===== src/tmon_map.svh =====
/*
  Constants of the two-wire temperature monitor register port: pointer
  codes, power-on values, write masks, bus codes and timing figures.
  Assumes a 50 MHz device clock and a single including design file.
*/
// Behaviour
// first write byte after address loads pointer
// master sends pointer before any data byte
// reads use pointer last stored by write
// pointer-only write accepted, then read follows
// pointer unchanged across reads until next write
// register byte shifted out MSB first
// master ends read with not-acknowledge
// 25 ms low line resets interface, releases
// master keeps clock at least 1 kHz
// master sends 0000 1xxx before high speed
// master code unacknowledged, filters go high-speed
// high speed lasts until stop condition
// general call 00h acknowledged, second byte read
// second byte 06h restores power-on register state
// other general-call second bytes do nothing
// write to pointer 0F starts single conversion
// temperature split into high and low bytes
// local limits read 05/06, write 0B/0C
// remote limits 07/08 read, 0D/0E write, 13/14
// offset at pointers 11 and 12, resets zero
// shutdown limits 19/20 reset 7F, hysteresis 0A
// filter level bits 1:0 at pointer 24
// slave address 48h..50h from two pin states
// writes to read-only pointers discarded silently
`ifndef TMON_MAP_SVH
`define TMON_MAP_SVH

// read pointers
`define TMON_RD_LT_HI 8'h00
`define TMON_RD_RT_HI 8'h01
`define TMON_RD_STAT 8'h02
`define TMON_RD_SETUP 8'h03
`define TMON_RD_RATE 8'h04
`define TMON_RD_LHL 8'h05
`define TMON_RD_LLL 8'h06
`define TMON_RD_RHL 8'h07
`define TMON_RD_RLL 8'h08
`define TMON_RD_RT_LO 8'h10
`define TMON_RD_LT_LO 8'h15
`define TMON_RD_MAKER 8'hfe
// write pointers
`define TMON_WR_SETUP 8'h09
`define TMON_WR_RATE 8'h0a
`define TMON_WR_LHL 8'h0b
`define TMON_WR_LLL 8'h0c
`define TMON_WR_RHL 8'h0d
`define TMON_WR_RLL 8'h0e
`define TMON_WR_ONESHOT 8'h0f
// pointers shared by read and write
`define TMON_RW_OFSH 8'h11
`define TMON_RW_OFSL 8'h12
`define TMON_RW_RHLL 8'h13
`define TMON_RW_RLLL 8'h14
`define TMON_RW_CHAN 8'h16
`define TMON_RW_RTHM 8'h19
`define TMON_RW_LTHM 8'h20
`define TMON_RW_HYS 8'h21
`define TMON_RW_CONAL 8'h22
`define TMON_RW_NFAC 8'h23
`define TMON_RW_FILT 8'h24
// power-on values
`define TMON_POR_ZERO 8'h00
`define TMON_POR_RATE 8'h08
`define TMON_POR_LIM_HI 8'h7f
`define TMON_POR_LIM_LO 8'h80
`define TMON_POR_RHLL 8'hf0
`define TMON_POR_CHAN 8'h03
`define TMON_POR_HYS 8'h0a
`define TMON_POR_CONAL 8'h01
// writable bits; the rest read back as fixed values
`define TMON_MSK_ALL 8'hff
`define TMON_MSK_SETUP 8'he4
`define TMON_MSK_RATE 8'h0f
`define TMON_MSK_NIB 8'hf0
`define TMON_MSK_TWO 8'h03
`define TMON_MSK_CONAL 8'h0e
`define TMON_FIX_CONAL 8'h01
// bus codes
`define TMON_GCALL 8'h00
`define TMON_GC_RESET 8'h06
`define TMON_HS_CODE 5'h01
`define TMON_ADDR_BASE 7'h48
`define TMON_PIN_GND 2'h0
`define TMON_PIN_FLOAT 2'h1
`define TMON_PIN_MULT 4'h3
`define TMON_BITS 4'h8
`define TMON_LAST_TX 4'h7
// timing: bus-stuck timeout
`define TMON_TIMEOUT_MS 25
`define TMON_CLK_KHZ 50000
`define TMON_TIMEOUT_CYC (`TMON_TIMEOUT_MS * `TMON_CLK_KHZ)
`define TMON_TO_W 21

`endif


===== src/tmon_pkg.sv =====
/*
  Types of the two-wire temperature monitor register port.
  Assumes the constants of tmon_map.svh alongside.
*/
package tmon_pkg;

  // serial engine states
  typedef enum logic [2:0] {
    ST_IDLE = 3'b000,
    ST_ADDR = 3'b001,
    ST_ACK = 3'b010,
    ST_WRITE = 3'b011,
    ST_READ = 3'b100,
    ST_RACK = 3'b101
  } link_state_e;

  // storage slots of the writable registers
  typedef enum logic [4:0] {
    SL_SETUP = 5'b00000,
    SL_RATE = 5'b00001,
    SL_LHL = 5'b00010,
    SL_LLL = 5'b00011,
    SL_RHL = 5'b00100,
    SL_RLL = 5'b00101,
    SL_OFSH = 5'b00110,
    SL_OFSL = 5'b00111,
    SL_RHLL = 5'b01000,
    SL_RLLL = 5'b01001,
    SL_CHAN = 5'b01010,
    SL_RTHM = 5'b01011,
    SL_LTHM = 5'b01100,
    SL_HYS = 5'b01101,
    SL_CONAL = 5'b01110,
    SL_NFAC = 5'b01111,
    SL_FILT = 5'b10000,
    SL_NONE = 5'b11111
  } slot_e;

  typedef logic [7:0] byte_t;

endpackage


===== src/temp_monitor_twowire_regs.sv =====
/*
  Two-wire slave port and register file of a local plus remote
  temperature monitor. Assumes scl_i/sda_i come straight from pins
  (another clock domain), temperature results and status flags come
  from same-clock conversion logic, and an outside pad resolves SDA
  from sda_drive_n_o (low = pull low). SCL is never stretched.
*/
`timescale 1ns/1ps
`include "tmon_map.svh"

module temp_monitor_twowire_regs #(
  parameter int TIMEOUT_CYCLES = `TMON_TIMEOUT_CYC,
  parameter logic [7:0] MAKER_ID = 8'h3c // arbitrary value
) (
  input wire logic clock_i,
  input wire logic resetn_i,
  input wire logic ce_i,
  input wire logic scl_i,
  input wire logic sda_i,
  output logic sda_drive_n_o,
  input wire logic [1:0] addr_pin_zero_i,
  input wire logic [1:0] addr_pin_one_i,
  input wire logic [11:0] local_temp_i,
  input wire logic [11:0] remote_temp_i,
  input wire logic temp_valid_i,
  input wire logic [7:0] status_i,
  output logic status_read_o,
  output logic one_shot_o,
  output logic soft_reset_o,
  output logic hs_mode_o,
  output logic [7:0] device_setup_o,
  output logic [3:0] rate_code_o,
  output logic [7:0] local_upper_limit_o,
  output logic [7:0] local_lower_limit_o,
  output logic [11:0] remote_upper_limit_o,
  output logic [11:0] remote_lower_limit_o,
  output logic [11:0] remote_correction_field_o,
  output logic [1:0] sensor_select_o,
  output logic [7:0] remote_shutdown_limit_o,
  output logic [7:0] local_shutdown_limit_o,
  output logic [7:0] hysteresis_field_o,
  output logic [2:0] violation_count_field_o,
  output logic [7:0] ideality_field_o,
  output logic [1:0] filter_level_field_o
);

  localparam int NPIN = 6;
  localparam int NSLOT = 17;

  //////////////////////////////////////////////////////////////////////
  // pin synchronisers: three stages, a change counts once 2nd and 3rd
  // agree, which also rejects one-sample glitches
  logic [NPIN-1:0] raw;
  logic [NPIN-1:0] s1_ff;
  logic [NPIN-1:0] s2_ff;
  logic [NPIN-1:0] s3_ff;
  logic [NPIN-1:0] filt_ff;

  assign raw = {addr_pin_one_i, addr_pin_zero_i, sda_i, scl_i};

  genvar gp;
  generate
    for (gp = 0; gp < NPIN; gp++) begin : g_sync
      always_ff @(posedge clock_i) begin
        if (!resetn_i) begin
          s1_ff[gp] <= 1'b1;
          s2_ff[gp] <= 1'b1;
          s3_ff[gp] <= 1'b1;
          filt_ff[gp] <= 1'b1;
        end else if (ce_i) begin
          s1_ff[gp] <= raw[gp];
          s2_ff[gp] <= s1_ff[gp];
          s3_ff[gp] <= s2_ff[gp];
          if (s2_ff[gp] == s3_ff[gp]) begin
            filt_ff[gp] <= s3_ff[gp];
          end
        end
      end
    end
  endgenerate

  //////////////////////////////////////////////////////////////////////
  // bus events from the filtered lines
  logic scl_q_ff;
  logic sda_q_ff;
  wire scl_s = filt_ff[0];
  wire sda_s = filt_ff[1];
  wire scl_rise = scl_s & ~scl_q_ff;
  wire scl_fall = ~scl_s & scl_q_ff;
  wire bus_start = scl_s & scl_q_ff & sda_q_ff & ~sda_s;
  wire bus_stop = scl_s & scl_q_ff & ~sda_q_ff & sda_s;

  always_ff @(posedge clock_i) begin
    if (!resetn_i) begin
      scl_q_ff <= 1'b1;
      sda_q_ff <= 1'b1;
    end else if (ce_i) begin
      scl_q_ff <= scl_s;
      sda_q_ff <= sda_s;
    end
  end

  // own address from the three-state pins: base plus 3*one + zero
  wire [3:0] pin_one_v = (filt_ff[5:4] == `TMON_PIN_GND) ? 4'h0 :
                         (filt_ff[5:4] == `TMON_PIN_FLOAT) ? 4'h1 : 4'h2;
  wire [3:0] pin_zero_v = (filt_ff[3:2] == `TMON_PIN_GND) ? 4'h0 :
                          (filt_ff[3:2] == `TMON_PIN_FLOAT) ? 4'h1 : 4'h2;
  wire [3:0] addr_idx = 4'(pin_one_v * `TMON_PIN_MULT) + pin_zero_v;
  wire [6:0] own_addr = `TMON_ADDR_BASE + {3'h0, addr_idx};

  //////////////////////////////////////////////////////////////////////
  // register decode
  function automatic tmon_pkg::slot_e wr_slot(input logic [7:0] p);
    unique case (p)
      `TMON_WR_SETUP: wr_slot = tmon_pkg::SL_SETUP;
      `TMON_WR_RATE: wr_slot = tmon_pkg::SL_RATE;
      `TMON_WR_LHL: wr_slot = tmon_pkg::SL_LHL;
      `TMON_WR_LLL: wr_slot = tmon_pkg::SL_LLL;
      `TMON_WR_RHL: wr_slot = tmon_pkg::SL_RHL;
      `TMON_WR_RLL: wr_slot = tmon_pkg::SL_RLL;
      default: wr_slot = rw_slot(p);
    endcase
  endfunction

  // pointers that read and write the same location
  function automatic tmon_pkg::slot_e rw_slot(input logic [7:0] p);
    unique case (p)
      `TMON_RW_OFSH: rw_slot = tmon_pkg::SL_OFSH;
      `TMON_RW_OFSL: rw_slot = tmon_pkg::SL_OFSL;
      `TMON_RW_RHLL: rw_slot = tmon_pkg::SL_RHLL;
      `TMON_RW_RLLL: rw_slot = tmon_pkg::SL_RLLL;
      `TMON_RW_CHAN: rw_slot = tmon_pkg::SL_CHAN;
      `TMON_RW_RTHM: rw_slot = tmon_pkg::SL_RTHM;
      `TMON_RW_LTHM: rw_slot = tmon_pkg::SL_LTHM;
      `TMON_RW_HYS: rw_slot = tmon_pkg::SL_HYS;
      `TMON_RW_CONAL: rw_slot = tmon_pkg::SL_CONAL;
      `TMON_RW_NFAC: rw_slot = tmon_pkg::SL_NFAC;
      `TMON_RW_FILT: rw_slot = tmon_pkg::SL_FILT;
      default: rw_slot = tmon_pkg::SL_NONE;
    endcase
  endfunction

  function automatic logic [7:0] por_of(input int s);
    unique case (s)
      tmon_pkg::SL_RATE: por_of = `TMON_POR_RATE;
      tmon_pkg::SL_LHL, tmon_pkg::SL_RHL: por_of = `TMON_POR_LIM_HI;
      tmon_pkg::SL_RTHM, tmon_pkg::SL_LTHM: por_of = `TMON_POR_LIM_HI;
      tmon_pkg::SL_LLL, tmon_pkg::SL_RLL: por_of = `TMON_POR_LIM_LO;
      tmon_pkg::SL_RHLL: por_of = `TMON_POR_RHLL;
      tmon_pkg::SL_CHAN: por_of = `TMON_POR_CHAN;
      tmon_pkg::SL_HYS: por_of = `TMON_POR_HYS;
      tmon_pkg::SL_CONAL: por_of = `TMON_POR_CONAL;
      default: por_of = `TMON_POR_ZERO;
    endcase
  endfunction

  function automatic logic [7:0] mask_of(input int s);
    unique case (s)
      tmon_pkg::SL_SETUP: mask_of = `TMON_MSK_SETUP;
      tmon_pkg::SL_RATE: mask_of = `TMON_MSK_RATE;
      tmon_pkg::SL_OFSL, tmon_pkg::SL_RHLL: mask_of = `TMON_MSK_NIB;
      tmon_pkg::SL_RLLL: mask_of = `TMON_MSK_NIB;
      tmon_pkg::SL_CHAN, tmon_pkg::SL_FILT: mask_of = `TMON_MSK_TWO;
      tmon_pkg::SL_CONAL: mask_of = `TMON_MSK_CONAL;
      default: mask_of = `TMON_MSK_ALL;
    endcase
  endfunction

  //////////////////////////////////////////////////////////////////////
  // serial engine state
  tmon_pkg::link_state_e state_ff;
  logic [7:0] shift_ff;
  logic [3:0] cnt_ff;
  logic rw_ff;
  logic gc_ff;
  logic first_ff;
  logic hs_ff;
  logic busy_ff;
  logic [7:0] ptr_ff;
  logic [`TMON_TO_W-1:0] to_cnt_ff;
  logic sda_drive_n_ff;
  logic one_shot_ff;
  logic soft_reset_ff;
  logic status_read_ff;
  tmon_pkg::byte_t regs_ff [NSLOT];
  tmon_pkg::byte_t lt_hi_ff;
  tmon_pkg::byte_t lt_lo_ff;
  tmon_pkg::byte_t rt_hi_ff;
  tmon_pkg::byte_t rt_lo_ff;

  // byte-level decisions on the falling edge that ends the 8th bit
  wire byte_done = scl_fall & (cnt_ff == `TMON_BITS);
  wire in_addr = (state_ff == tmon_pkg::ST_ADDR);
  wire in_write = (state_ff == tmon_pkg::ST_WRITE);
  wire addr_hit = in_addr & byte_done & (shift_ff[7:1] == own_addr);
  wire gc_hit = in_addr & byte_done & (shift_ff == `TMON_GCALL);
  wire hs_code = in_addr & byte_done &
                 (shift_ff[7:3] == `TMON_HS_CODE);
  wire wr_byte = in_write & byte_done;
  wire ptr_load = wr_byte & ~gc_ff & first_ff;
  wire reg_write = wr_byte & ~gc_ff & ~first_ff;
  wire gc_reset = wr_byte & gc_ff & first_ff &
                  (shift_ff == `TMON_GC_RESET);
  wire one_shot = reg_write & (ptr_ff == `TMON_WR_ONESHOT);
  tmon_pkg::slot_e w_slot;
  assign w_slot = wr_slot(ptr_ff);
  wire lines_low = busy_ff & (~scl_s | ~sda_s);
  wire timeout = lines_low &
                 (to_cnt_ff == `TMON_TO_W'(TIMEOUT_CYCLES - 1));

  // read byte chosen by the stored pointer
  tmon_pkg::slot_e r_slot;
  tmon_pkg::byte_t tx_byte;
  assign r_slot = rw_slot(ptr_ff);
  always_comb begin
    unique case (ptr_ff)
      `TMON_RD_LT_HI: tx_byte = lt_hi_ff;
      `TMON_RD_RT_HI: tx_byte = rt_hi_ff;
      `TMON_RD_STAT: tx_byte = status_i;
      `TMON_RD_SETUP: tx_byte = regs_ff[tmon_pkg::SL_SETUP];
      `TMON_RD_RATE: tx_byte = regs_ff[tmon_pkg::SL_RATE];
      `TMON_RD_LHL: tx_byte = regs_ff[tmon_pkg::SL_LHL];
      `TMON_RD_LLL: tx_byte = regs_ff[tmon_pkg::SL_LLL];
      `TMON_RD_RHL: tx_byte = regs_ff[tmon_pkg::SL_RHL];
      `TMON_RD_RLL: tx_byte = regs_ff[tmon_pkg::SL_RLL];
      `TMON_RD_RT_LO: tx_byte = rt_lo_ff;
      `TMON_RD_LT_LO: tx_byte = lt_lo_ff;
      `TMON_RD_MAKER: tx_byte = MAKER_ID;
      default: tx_byte = (r_slot == tmon_pkg::SL_NONE) ? `TMON_POR_ZERO :
                         regs_ff[r_slot];
    endcase
  end

  //////////////////////////////////////////////////////////////////////
  // bus-stuck timeout counter, runs only inside a transaction
  always_ff @(posedge clock_i) begin
    if (!resetn_i) begin
      to_cnt_ff <= '0;
    end else if (ce_i) begin
      to_cnt_ff <= (lines_low & ~timeout) ? to_cnt_ff + 1'b1 : '0;
    end
  end

  //////////////////////////////////////////////////////////////////////
  // serial engine; start, stop and timeout override any bit activity
  always_ff @(posedge clock_i) begin
    if (!resetn_i) begin
      state_ff <= tmon_pkg::ST_IDLE;
      shift_ff <= '0;
      cnt_ff <= '0;
      rw_ff <= 1'b0;
      gc_ff <= 1'b0;
      first_ff <= 1'b0;
      hs_ff <= 1'b0;
      busy_ff <= 1'b0;
    end else if (ce_i) begin
      if (timeout) begin
        state_ff <= tmon_pkg::ST_IDLE;
        busy_ff <= 1'b0;
        hs_ff <= 1'b0;
      end else if (bus_stop) begin
        state_ff <= tmon_pkg::ST_IDLE;
        busy_ff <= 1'b0;
        hs_ff <= 1'b0;
      end else if (bus_start) begin
        state_ff <= tmon_pkg::ST_ADDR; // repeated start keeps hs_ff
        cnt_ff <= '0;
        busy_ff <= 1'b1;
      end else begin
        unique case (state_ff)
          tmon_pkg::ST_IDLE: begin
            cnt_ff <= '0;
          end
          tmon_pkg::ST_ADDR, tmon_pkg::ST_WRITE: begin
            if (scl_rise) begin
              shift_ff <= {shift_ff[6:0], sda_s};
              cnt_ff <= cnt_ff + 1'b1;
            end
            if (addr_hit | gc_hit) begin
              state_ff <= tmon_pkg::ST_ACK;
              rw_ff <= shift_ff[0] & ~gc_hit;
              gc_ff <= gc_hit;
              first_ff <= 1'b1;
            end else if (hs_code) begin
              state_ff <= tmon_pkg::ST_IDLE;
              hs_ff <= 1'b1;
            end else if (wr_byte) begin
              state_ff <= tmon_pkg::ST_ACK;
              first_ff <= 1'b0;
            end else if (in_addr & byte_done) begin
              state_ff <= tmon_pkg::ST_IDLE;
            end
          end
          tmon_pkg::ST_ACK: begin
            cnt_ff <= '0;
            if (scl_fall) begin
              if (rw_ff) begin
                state_ff <= tmon_pkg::ST_READ;
                shift_ff <= tx_byte;
              end else begin
                state_ff <= tmon_pkg::ST_WRITE;
              end
            end
          end
          tmon_pkg::ST_READ: begin
            if (scl_fall) begin
              shift_ff <= {shift_ff[6:0], 1'b0};
              cnt_ff <= cnt_ff + 1'b1;
              if (cnt_ff == `TMON_LAST_TX) begin
                state_ff <= tmon_pkg::ST_RACK;
              end
            end
          end
          tmon_pkg::ST_RACK: begin
            cnt_ff <= '0;
            if (scl_rise & sda_s) begin
              state_ff <= tmon_pkg::ST_IDLE;
            end else if (scl_fall) begin
              state_ff <= tmon_pkg::ST_READ;
              shift_ff <= tx_byte;
            end
          end
          default: state_ff <= tmon_pkg::ST_IDLE;
        endcase
      end
    end
  end

  // pointer: loaded by the first byte of a write, kept across reads
  always_ff @(posedge clock_i) begin
    if (!resetn_i) begin
      ptr_ff <= '0;
    end else if (ce_i) begin
      if (gc_reset) begin
        ptr_ff <= '0;
      end else if (ptr_load) begin
        ptr_ff <= shift_ff;
      end
    end
  end

  //////////////////////////////////////////////////////////////////////
  // writable registers; bits outside the mask keep their fixed values
  genvar gs;
  generate
    for (gs = 0; gs < NSLOT; gs++) begin : g_reg
      always_ff @(posedge clock_i) begin
        if (!resetn_i) begin
          regs_ff[gs] <= por_of(gs);
        end else if (ce_i) begin
          if (gc_reset) begin
            regs_ff[gs] <= por_of(gs);
          end else if (reg_write && w_slot == gs) begin
            regs_ff[gs] <= (shift_ff & mask_of(gs)) |
                           (por_of(gs) & ~mask_of(gs));
          end
        end
      end
    end
  endgenerate

  // results: high byte bits 11:4, low byte bits 3:0 in upper nibble
  always_ff @(posedge clock_i) begin
    if (!resetn_i) begin
      lt_hi_ff <= '0;
      lt_lo_ff <= '0;
      rt_hi_ff <= '0;
      rt_lo_ff <= '0;
    end else if (ce_i) begin
      if (gc_reset) begin
        lt_hi_ff <= '0;
        lt_lo_ff <= '0;
        rt_hi_ff <= '0;
        rt_lo_ff <= '0;
      end else if (temp_valid_i) begin
        lt_hi_ff <= local_temp_i[11:4];
        lt_lo_ff <= {local_temp_i[3:0], 4'h0};
        rt_hi_ff <= remote_temp_i[11:4];
        rt_lo_ff <= {remote_temp_i[3:0], 4'h0};
      end
    end
  end

  //////////////////////////////////////////////////////////////////////
  // registered pin drive and event pulses; ack and data low only
  wire drive_low = (state_ff == tmon_pkg::ST_ACK) |
                   ((state_ff == tmon_pkg::ST_READ) & ~shift_ff[7]);
  wire stat_load = rw_ff & (ptr_ff == `TMON_RD_STAT) & scl_fall &
                   ((state_ff == tmon_pkg::ST_ACK) |
                    (state_ff == tmon_pkg::ST_RACK));

  always_ff @(posedge clock_i) begin
    if (!resetn_i) begin
      sda_drive_n_ff <= 1'b1;
      one_shot_ff <= 1'b0;
      soft_reset_ff <= 1'b0;
      status_read_ff <= 1'b0;
    end else if (ce_i) begin
      sda_drive_n_ff <= ~drive_low | timeout | bus_stop;
      one_shot_ff <= one_shot;
      soft_reset_ff <= gc_reset;
      status_read_ff <= stat_load;
    end
  end

  assign sda_drive_n_o = sda_drive_n_ff;
  assign one_shot_o = one_shot_ff;
  assign soft_reset_o = soft_reset_ff;
  assign status_read_o = status_read_ff;
  assign hs_mode_o = hs_ff;
  assign device_setup_o = regs_ff[tmon_pkg::SL_SETUP];
  assign rate_code_o = regs_ff[tmon_pkg::SL_RATE][3:0];
  assign local_upper_limit_o = regs_ff[tmon_pkg::SL_LHL];
  assign local_lower_limit_o = regs_ff[tmon_pkg::SL_LLL];
  assign remote_upper_limit_o = {regs_ff[tmon_pkg::SL_RHL],
                                 regs_ff[tmon_pkg::SL_RHLL][7:4]};
  assign remote_lower_limit_o = {regs_ff[tmon_pkg::SL_RLL],
                                 regs_ff[tmon_pkg::SL_RLLL][7:4]};
  assign remote_correction_field_o = {regs_ff[tmon_pkg::SL_OFSH],
                                      regs_ff[tmon_pkg::SL_OFSL][7:4]};
  assign sensor_select_o = regs_ff[tmon_pkg::SL_CHAN][1:0];
  assign remote_shutdown_limit_o = regs_ff[tmon_pkg::SL_RTHM];
  assign local_shutdown_limit_o = regs_ff[tmon_pkg::SL_LTHM];
  assign hysteresis_field_o = regs_ff[tmon_pkg::SL_HYS];
  assign violation_count_field_o = regs_ff[tmon_pkg::SL_CONAL][3:1];
  assign ideality_field_o = regs_ff[tmon_pkg::SL_NFAC];
  assign filter_level_field_o = regs_ff[tmon_pkg::SL_FILT][1:0];

  //////////////////////////////////////////////////////////////////////
  // checks
  a_ptr_load: assert property (@(posedge clock_i) disable iff (!resetn_i)
    ce_i && ptr_load |=> ptr_ff == $past(shift_ff))
    else $error("pointer not loaded from first write byte");

  a_ptr_hold: assert property (@(posedge clock_i) disable iff (!resetn_i)
    !(ce_i && (ptr_load || gc_reset)) |=> $stable(ptr_ff))
    else $error("pointer changed without a write");

  a_tx_msb: assert property (@(posedge clock_i) disable iff (!resetn_i)
    ce_i && state_ff == tmon_pkg::ST_READ && !bus_stop && !timeout
    |=> sda_drive_n_ff == $past(shift_ff[7]))
    else $error("sda does not follow the msb being sent");

  a_timeout_rel: assert property (@(posedge clock_i) disable iff (!resetn_i)
    ce_i && timeout |=> state_ff == tmon_pkg::ST_IDLE && sda_drive_n_ff
    && !busy_ff)
    else $error("timeout did not release the bus");

  a_hs_enter: assert property (@(posedge clock_i) disable iff (!resetn_i)
    ce_i && hs_code && !bus_stop && !bus_start && !timeout
    |=> hs_ff && state_ff == tmon_pkg::ST_IDLE ##1 sda_drive_n_ff)
    else $error("master code mishandled");

  a_hs_exit: assert property (@(posedge clock_i) disable iff (!resetn_i)
    ce_i && bus_stop |=> !hs_ff)
    else $error("high speed kept after stop");

  a_gc_reset: assert property (@(posedge clock_i) disable iff (!resetn_i)
    ce_i && gc_reset |=> soft_reset_o &&
    regs_ff[tmon_pkg::SL_HYS] == `TMON_POR_HYS &&
    regs_ff[tmon_pkg::SL_RATE] == `TMON_POR_RATE)
    else $error("general-call reset did not restore registers");

  a_one_shot: assert property (@(posedge clock_i) disable iff (!resetn_i)
    ce_i && reg_write && ptr_ff == `TMON_WR_ONESHOT
    |=> one_shot_o ##1 !one_shot_o || !ce_i)
    else $error("single conversion pulse wrong");

  a_ro_discard: assert property (@(posedge clock_i) disable iff (!resetn_i)
    ce_i && reg_write && w_slot == tmon_pkg::SL_NONE
    |=> $stable(regs_ff[tmon_pkg::SL_SETUP]) &&
    $stable(regs_ff[tmon_pkg::SL_FILT]))
    else $error("write to read-only pointer changed a register");

endmodule // temp_monitor_twowire_regs


===== config.mk =====
export PLATFORM = sky130hd
export DESIGN_NAME = temp_monitor_twowire_regs
export DESIGN_NICKNAME = d
export VERILOG_FILES = /design/src/tmon_pkg.sv /design/src/temp_monitor_twowire_regs.sv
export VERILOG_INCLUDE_DIRS = /design/src
export SDC_FILE = /design/constraint.sdc
export NUM_CORES = 1
export LEC_CHECK = 0
export ABC_CLOCK_PERIOD_IN_PS = 3690
export BUFFER_PORTS_ARGS = -buffer_cell sky130_fd_sc_hd__buf_2
export CAP_MARGIN = 25
export CORE_MARGIN = 8
export CORE_UTILIZATION = 48
export DETAILED_ROUTE_END_ITERATION = 10
export MAX_ROUTING_LAYER = met4
export PLACE_DENSITY = 0.77
export SLEW_MARGIN = 20
export SYNTH_ARGS = -nofsm -noshare
export SYNTH_HDL_FRONTEND = slang
export SYNTH_SLANG_ARGS = --single-unit
export TNS_END_PERCENT = 20

===== constraint.sdc =====
create_clock -name clock_i -period 3.69 [get_ports clock_i]
set_clock_uncertainty 0.15 [all_clocks]
set_input_delay 0.1845 -clock clock_i [delete_from_list [all_inputs] [get_ports clock_i]]
set_output_delay 0.1845 -clock clock_i [all_outputs]
set_load 0.05 [all_outputs]

# ---- Yosys cells after proc, flatten, opt, wreduce, memory -nomap -nowiden
# Memory sizes are Yosys's and may differ from the RTL's.
# Index checks and enable logic that the tools add are counted.
dict set report word_totals {
  wordCells 441
  inputBits 42
  mem_bits_rw 136
  latch_bits 0
  mem_count 1
  register_bits 111
  output_inout_bits 108
  rom_bits 0
}
# memory depth width rd rd_ports_with_merged_regs write_ports line
set mem_list {}
lappend mem_list {regs_ff 17 8 18 0 17 temp_monitor_twowire_regs.sv:185} ;# tmon_pkg::byte_t regs_ff [NSLOT];
dict set report classes {
  n_shift 0
  mux 180
  n_mul 1
  n_bitwise 81
  n_reduce_logical 48
  div_mod_pow 0
  magnitude_cmp 0
  eq_ne 82
  n_addsub 4
}
# op n
set op_table {}
lappend op_table {{2-to-1 mux 8 bit} 51}
lappend op_table {{2-to-1 mux 1 bit} 102}
lappend op_table {{one-hot mux 8 bit (12 select lines)} 1}
lappend op_table {{equality test 8 x 4 -> 1 bit (second input constant)} 8}
lappend op_table {{equality test 8 x 5 -> 1 bit (second input constant)} 8}
lappend op_table {{one-hot mux 5 bit (11 select lines)} 1}
lappend op_table {{equality test 5 x 4 -> 1 bit (second input constant)} 8}
lappend op_table {{equality test 8 x 3 -> 1 bit (second input constant)} 5}
lappend op_table {{equality test 8 x 6 -> 1 bit (second input constant)} 5}
lappend op_table {{OR 1 bit} 40}
lappend op_table {{2-to-1 mux 3 bit} 13}
lappend op_table {{one-hot mux 8 bit (4 select lines)} 1}
lappend op_table {{one-hot mux 5 bit (6 select lines)} 1}
lappend op_table {{bitwise AND 1 bit} 29}
lappend op_table {{adder 21 x 1 -> 21 bit (second input constant)} 1}
lappend op_table {{equality test 21 bit (second input constant)} 1}
lappend op_table {{2-to-1 mux 21 bit} 1}
lappend op_table {{equality test 5 x 3 -> 1 bit (second input constant)} 4}
lappend op_table {{AND reduction 2 bit} 9}
lappend op_table {{logical AND 1 bit} 17}
lappend op_table {{equality test 8 x 2 -> 1 bit (second input constant)} 2}
lappend op_table {{logical NOT 8 bit} 2}
lappend op_table {{!= test 5 bit (second input constant)} 3}
lappend op_table {{one-hot mux 3 bit (5 select lines)} 1}
lappend op_table {{other kinds (40)} 82}

# ---- Logic depth before layout (Yosys ltp)
# Gate-level depths: netlist (run 1).
dict set report depth {
  word_depth 14
  mapped_depth 12
  ltp_nobuf 12
}

# ---- Worst setup path before layout (run 1)
# OpenSTA, ideal clock, no wires.
dict set report synth_timing {
  path_type {register to register}
  from {register filt_ff[0] (netlist: scl_s)}
  to {memory regs_ff[6][0] (netlist bit), enable pin}
  stages_incl_launch_ff 9
  period_less_slack_ps 3405
  path_buffers 2
  path_slack_ps 285
  t_required_ps 3156
  arrival_time_ps 2871
  setup_ps 384
  cell_sequence {dfxtp_1 -> clkbuf_1 -> nand2b_1 -> or2_1 -> or3_1 -> nor4_2 -> o2111ai_1 -> buf_2 -> o21ai_0}
}
# element line
set synth_lines {}
lappend synth_lines {{from (decl)} temp_monitor_twowire_regs.sv:57} ;# logic [NPIN-1:0] filt_ff;
lappend synth_lines {{from (signal, indexed assignment)} temp_monitor_twowire_regs.sv:75} ;# filt_ff[gp] <= s3_ff[gp];
lappend synth_lines {{to (decl)} temp_monitor_twowire_regs.sv:185}

==> results.txt, run 1 <==
The largest net degree at the start of global routing came out at 48. The via count of the first global-routing pass is roughly 9400. The number of cells on the worst reg-to-reg path is 9. The summed instance area of the synthesized netlist is about 10000 um2. The maximum clock rate came out at 0.280 GHz. The design draws just over 5 mW. The number of antenna violations at the first check in global routing is 0.

The post-route cell area came out at 12600 um2. The slack of the critical path came out at 124 ps. In this run the critical register-to-register path is captured at regs_ff[7][4]$_SDFFCE_PN0P_. The static leakage came out at about 4.7 nW.

The floorplan has 54 rows. The width of the chip is approximately 160 um. For this run, the leading register cell type out of synthesis is dfxtp_1.

STA classifies the critical path startpoint as a flop. The layout-stage area growth over the synthesis result is 21.1%. The synthesized design contains 99 enable-type register cells. The net total in the final layout is roughly 1300.

The worst setup path is captured at a flop. The detailed-router iteration count before antenna repair came out at 6. The share of cells above drive strength 1 is 0.210. The biggest area contributor in the post-synthesis netlist is edfxtp_1. The library cell used most frequently in the layout, excluding fill and tap cells, is buf_2. The average instance in the mapped netlist occupies 9.41 um2. The number of I/O port buffers came out at 145. The post-synthesis cell type count is 78. The number of vias per cell came out at between 6 and 7. The worst IR drop on VDD came out at around 0.00037 V. At the end of the flow the core is filled with cells to 0.586. Counting every instance in the synthesized netlist gives 1107. The final routed DRC violation total is 0. The worst path in the final design needs a cycle of ~3600 ps, including I/O delays and setup. CTS placed an instance of clkbuf_16 at the clock tree root. The post-synthesis sequential area ratio came out at 0.483.

The number of pins exceeding their max-slew limit in the final report came out at 0. On the final layout, the worst hold slack is about 11 ps. The worst setup slack after placement came out at around 49 ps. Leaving out filler cells and counting taps, the final layout contains 1578.

By instance count, the cell type seen most on the critical path is buf_4. The number of clock sinks is just over 200. The arrival time at the worst endpoint is 3660 ps. In this run the power density over the cells is around 400 nW/um2.

The largest buffer count on any clock path is 3. The slowest stage of the critical path is the or4b_1 cell. The area after detailed placement is 11600 um2. Summed over all layers, the routed wires come to 34900 um. The number of storage elements in the synthesis netlist is between 200 and 250.

The clock slew at the register clock pins of the worst setup and hold paths came out at about 70 ps. By area the synthesized netlist is led by edfxtp_1 (29%), dfxtp_1 (20%), nand2_1 (3.9%). The count of pins on the block boundary came out at 150. The class of the most critical hold timing path is in -> reg. The share of synthesized area in the top cell type comes to 0.285. Including well taps, the total number of placed cells is around 1500. The worst setup path is of the reg -> reg kind. For this run, asynchronously set or reset flops after synthesis account for 0. In the layout the commonest cells are buf_2 (145), nand2_1 (107), dfxtp_1 (103). The number of nets with antenna violations after detailed routing is 0.

For this run the aggregate overflow at the end of global routing stands at 0. The area inside the core boundary came out at 21600 um2. The average wire length per cell after detail routing came out at around 22 um. The final-report hold violation count came to 0. The max-capacitance violation count is 0. The initial utilization of the core area, before any placement, comes to 0.484. The total CTS buffers is 23. In the global route stage, overall resource usage came out at 0.261.

Following the worst setup path forward leads to its endpoint at regs_ff[7][4]$_SDFFCE_PN0P_. The largest stage delay on the critical path is between 700 and 800 ps. The later-pin clock latency in the skew report is ~520 ps. The CTS tree is yes. The count of warnings emitted by yosys is 0. The number of antenna diodes in the final layout is 0. The endpoint required time on the critical path came out at around 3800 ps. Setup violations remaining at the end of the flow were counted as 0. The startpoint of the worst setup timing path is ptr_ff[5]$_SDFFE_PN0P_. CTS built an H-tree with a depth of 1.

The measured slew at the worst slew-check pin came out at roughly 890 ps. The maximum fanout count along the critical path is 15. The first-pass GRT wire length came out at 53500 um. The signal on the critical path passes through or4b_1 > a21o_1 > o211a_2 > o31a_1 > nor2_1 > buf_4 > buf_4 > nor3_1 > nand2b_1. The number of DRC violations after detailed-routing iteration 0 is 1057. The global placer's final weighted congestion came out at between 0.9 and 1. In this run the critical register-to-register path is launched from ptr_ff[5]$_SDFFE_PN0P_.

The run finished with clean final reports. The die covers 26700 um2. The number of vias after detailed routing is approximately 10000. The worst slew slack as a fraction of its limit is 0.401. The fraction of the cycle the final worst path needs came out at 0.966. The total negative setup slack came out at 0 ps. The height of the die came out at roughly 160 um. After legalization and detailed placement, the total HPWL measured between 20000 and 30000 um. Setup repair after global routing could not meet its margin everywhere. The register-to-register path setup slack is 120 ps.
[where the power goes]
part	total [mW]	switching, mW	internal, mW
logic	0.467	0.342	0.125
clock network	2.21	0.929	1.28
registers	2.50	0.0736	2.43
[worst min path at each step]
stage | start | endpoint | cells after the start
after floorplan | scl_i | s1_ff[0]$_SDFFE_PN1P_ | 2
after global placement | addr_pin_one_i[1] | s1_ff[5]$_SDFFE_PN1P_ | 3
after detailed placement | addr_pin_one_i[0] | s1_ff[4]$_SDFFE_PN1P_ | 3
after CTS | resetn_i | scl_q_ff$_SDFFE_PN1P_ | 3
after global routing | resetn_i | s2_ff[0]$_SDFFE_PN1P_ | 3
final | resetn_i | scl_q_ff$_SDFFE_PN1P_ | 3
[routing by layer]
layer  vias to the layer above  GRT usage  routed length (um)
li1                       4425          -                   -
met1                      4626      0.336               14000
met2                       643      0.404               15800
met3                       118     0.0570                3950
met4                         0     0.0826                1110
met5                         -          -                   0
[state kept, by name, indices dropped and copies added (netlist names), 3 cells and up]
register / count
s1_ff: 6
s2_ff: 6
shift_ff: 8
ptr_ff: 8
state_ff: 3
rt_lo_ff: 4
lt_lo_ff: 4
filt_ff: 4
s3_ff: 6
to_cnt_ff: 21
regs_ff: 99
rt_hi_ff: 8
lt_hi_ff: 8
cnt_ff: 4
[synthesized netlist by cell type (6+ instances only)]
cell,instances
edfxtp_1,99
buf_1,9
nand2_1,107
a211o_1,6
inv_1,21
o21ai_0,36
nand4_1,14
nand2b_1,37
xnor2_1,12
or2_1,8
ha_1,6
or3_1,16
a31oi_1,8
a21oi_1,62
o211ai_1,8
o21a_1,10
nor2_1,95
dfxtp_1,103
and3_1,7
xor2_1,12
and2_1,23
nor3_1,38
nor2b_1,12
a22o_1,6
mux2_2,10
o22ai_1,11
clkbuf_1,60
a22oi_1,37
or2_2,8
mux2i_1,37
nor4_1,37
buf_2,14
nand3_1,34
[critical path, delay by kind of cell (launching register included)]
| kind | cells | cell delay [ps] |
|---|---|---|
| AOI/OAI and AO/OA | 3 | 770 |
| buffers and inverters | 2 | 490 |
| DFF | 1 | 370 |
| and+or+nand+nor | 4 | 1490 |
[final cells by class]
type	instances	area (um2)
Multi-Input combinational cell	800	4970
Tap cell	280	350
Fill cell	1835	8930
Clock inverter	11	82.6
Timing Repair Buffer	234	1470
Clock buffer	30	633
Inverter	21	78.8
Sequential cell	202	5030
[cells by family (layout without fill, tap and decap cells)]
logic type | Yosys count | count (layout) | share of synthesized area
AND/OR/NAND/NOR | 472 | 472 | 0.235
AO/OA/AOI/OAI | 243 | 243 | 0.157
flip-flops | 202 | 202 | 0.483
buffers and inverters | 108 | 296 | 0.0420
multiplexers | 50 | 50 | 0.0528
XOR/XNOR | 24 | 24 | 0.0202
adder cells (fa/ha/maj) | 7 | 7 | 0.00912
other | 1 | 4 | 0.000360
[repair_timing]
| item | in CTS | in global routing |
|---|---|---|
| buffers inserted | 0 | 0 |
| hold buffers | 31 | 0 |
| endpoints found under the setup margin | 0 | 16 |
| resized for setup | 0 | 3 |
| hold endpoints to repair | 31 | 0 |
(Power assumes the default switching activity.)
==> run 2: changes to the inputs <==
--- a/config.mk
+++ b/config.mk
@@ -14,6 +14,8 @@
 export DETAILED_ROUTE_END_ITERATION = 10
 export MAX_ROUTING_LAYER = met4
 export PLACE_DENSITY = 0.77
+export REMOVE_ABC_BUFFERS = 1
+export SETUP_SLACK_MARGIN = 0.5
 export SLEW_MARGIN = 20
 export SYNTH_ARGS = -nofsm -noshare
 export SYNTH_HDL_FRONTEND = slang
==> run 2 against run 1 <==
Against the previous run: die area unchanged; global-route usage increased by 0.067 points; power is 3.0% lower; register-to-register slack better by 300 ps; setup slack improved by 300 ps; critical path depth unchanged; clock-buffer cell count fell by 2; sequential cell count unchanged; via count is 0.79% lower; non-clock buffer count increased by 4; sequential share of layout area shrank 0.33 points; critical endpoint is now regs_ff[0][2]$_SDFFCE_PN0P_; largest cell class is now multi-input gates; largest power group unchanged; highest routed layer unchanged.
==> results.txt, run 2 (synthesized netlist as in run 1, its figures left out) <==
VDD sags by at most 0.000354 V. The overall die area is between 20000 and 30000 um2. The combinational fraction of design power is 0.093. Power spread over the standard cell area amounts to 394 nW/um2. The largest registers in the layout are regs_ff x99, to_cnt_ff x21.

The flow ran to the end, and the final reports show no timing, DRC or antenna violations. The worst flop-to-flop path startpoint is ptr_ff[5]$_SDFFE_PN0P_. In the layout the commonest cells are buf_2 (145), nand2_1 (104), dfxtp_1 (101). The H-tree level count is 1.

The share of cells above drive strength 1 is 0.234. The number of clock sinks came out at 202. Leaving out fill and tap cells, the most frequent cell in the layout is buf_2.

The area inside the core boundary is around 22000 um2. The final-report hold violation count came out at 0. Clock-pin slew was measured on the worst setup and hold paths at 60 ps.

In this run the number of cells on the critical path is 9. The starting utilization of the core area is 0.484. For this design, the slowest cell found on the critical path is or3b_2. Summing all multi-input logic gate instances after layout gives 5090 um2. The max-capacitance violation count came out at 0.

The family with the most delay on the worst path is simple AND/OR/NAND/NOR gates. The area used by sequential logic in the layout came out at slightly above 5000 um2. In the routed design, unresolved DRC markers number 0. The static leakage came out at ~4.7 nW. Data on the critical path is required at its endpoint by roughly 3800 ps. The total negative setup slack is 0 ps. The total buffers and inverters traversed by the critical path is 2. The largest stage delay on the critical path is 490 ps. The worst register-to-register path has a depth of 9. The total routing resource utilization after global routing is 0.261. The layout filler cell count came out at 1836.

The floorplan row count came out at 54. More flip-flops sit in one register than any other, and that register is regs_ff. The worst setup path endpoint is regs_ff[0][2]$_SDFFCE_PN0P_.

The number of antenna diodes in the final layout is 0. The HPWL after detailed placement is around 25000 um. The category of the worst setup path launch point is a flop. The endpoint identified for the worst register-to-register timing path is regs_ff[0][2]$_SDFFCE_PN0P_. The maximum clock rate came out at a little over 0.3 GHz.

The maximum fanout count along the critical path is 11. The worst slew slack as a fraction of its limit came out at 0.378. In this run, CTS created clock tree buffers numbering 22.

The final critical path time including I/O delays and setup came out at approximately 3300 ps. Traced cell by cell, the critical path runs through buf_4 > or3b_2 > or2_4 > o211a_4 > o31a_1 > or2_4 > buf_4 > nor3_1 > nand2b_2. The register with the most flip-flops in the layout has 99 of them. The largest buffer count on any clock path is 3. The later-pin clock latency in the skew report came out at between 500 and 600 ps. The power after layout is around 5 mW. The finished layout holds about 1600 standard cells, fillers aside. The number of cells after detailed placement is approximately 1500. Setup violations remaining at the end of the flow were counted as 0. The layout-stage area growth over the synthesis result is 22.2%.

Of the total power, the clock network draws 0.410. The via count of the first global-routing pass came out at between 9000 and 10000. The final wirelength came out at about 35000 um. The type of destination of the critical path is a flop.

Setup slack on the critical path of the routed design comes to 423 ps. The tightest hold path in the finished design has a slack of 14.2 ps. The first-pass GRT wire length is between 50000 and 60000 um. Input and output buffers added on the ports amount to around 150. The tree is rooted in a clkbuf_16. The number of antenna violations at the first check in global routing is 0. The average wire length per cell after detail routing came out at between 20 and 25 um. The number of vias per cell is 6.16. The overall overflow remaining after global route is 0.

The arrival time at the worst endpoint came out at 3340 ps. For the pin with the worst max-slew slack, the measured transition is between 900 and 1000 ps. After the first detailed-routing iteration, the DRC count stood at 1111.

In this run the worst setup path begins at ptr_ff[5]$_SDFFE_PN0P_. The number of pins exceeding their max-slew limit in the final report is 0. The detailed-router iteration count before antenna repair came out at 6. The worst setup slack after placement came out at between 60 and 70 ps. The detailed router placed between 9000 and 10000 vias in this run. Setup repair after global routing could not meet its margin everywhere. Cell internal power was estimated by the tool at roughly 3.7 mW. The die is 163 um wide.

The height of the die came out at between 150 and 200 um. The fraction of the cycle the final worst path needs came out at 0.885. The worst setup path is of the reg -> reg kind.

The net total in the final layout is 1334. At the end of routability-driven placement, the weighted congestion stood at around 0.96. The proportion of total power due to net switching is 0.264. The number of nets with antenna violations after detailed routing came out at 0. TritonCTS built the clock tree. For this design the total switching power over the nets is 1.33 mW.

The register-to-register path setup slack came out at roughly 420 ps. The count of pins on the block boundary came out at 150. The path class of the tightest hold or removal check is in -> reg. The share of total power dissipated in sequential elements is 0.497. The largest net degree at the start of global routing came out at 48.
==> run 2: worst min-delay path by stage <==
stage	start	to	depth (start not counted)
after floorplan	resetn_i	s1_ff[0]$_SDFFE_PN1P_	1
final	resetn_i	s2_ff[1]$_SDFFE_PN1P_	3
after global placement	addr_pin_zero_i[1]	s1_ff[3]$_SDFFE_PN1P_	3
after CTS	resetn_i	s2_ff[1]$_SDFFE_PN1P_	3
after detailed placement	scl_i	s1_ff[0]$_SDFFE_PN1P_	3
after global routing	resetn_i	s2_ff[1]$_SDFFE_PN1P_	3
==> run 2: worst register-to-register path: cells and delay by family (launching register included) <==
| kind | cells | cell delay (ps) |
|---|---|---|
| AO/OA/AOI/OAI | 2 | 490 |
| AND/OR/NAND/NOR | 5 | 1640 |
| flip-flops | 1 | 340 |
| buffers and inverters | 2 | 370 |
==> run 2: cell type report <==
class                           instances  share of cell area
Clock buffer                           28              0.0467
Multi-Input combinational cell        800               0.400
Timing Repair Buffer                  238               0.119
Sequential cell                       202               0.396
Clock inverter                         12             0.00511
Inverter                               21             0.00619
Tap cell                              280              0.0275
==> run 2: through the flow <==
step / util / cell area [um2]
5_1_grt: 0.591 / 12700
3_3_place_gp: 0.539 / 11600
6_report: 0.591 / 12700
2_1_floorplan: - / 10100
3_5_place_dp: 0.539 / 11600
4_1_cts: 0.587 / 12700
==> run 2: power by group through the flow <==
stage | registers (mW) | clock network, mW | logic, mW
6_report | 2.49 | 2.06 | 0.468
5_1_grt | 2.50 | 2.14 | 0.490
4_1_cts | 2.49 | 2.07 | 0.467
3_5_place_dp | 2.54 | 0 | 0.439
3_3_place_gp | 2.54 | 0 | 0.434
2_1_floorplan | 2.71 | 0 | 0.104
==> run 2: per-layer routing <==
layer  GRT usage  vias up  wire [um]
li1            -     4425          -
met1       0.350     4655      14500
met2       0.395      553      15700
met3      0.0360      101       3260
met4       0.105        0       1380
met5           -        -          0
==> run 2: what timing repair did <==
item | CTS | global route
endpoints found under the hold margin | 30 | 0
pin swaps | 0 | 1
hold buffers | 30 | 0
buffers inserted | 0 | 1
setup endpoints to repair | 126 | 139
resized for setup | 20 | 17
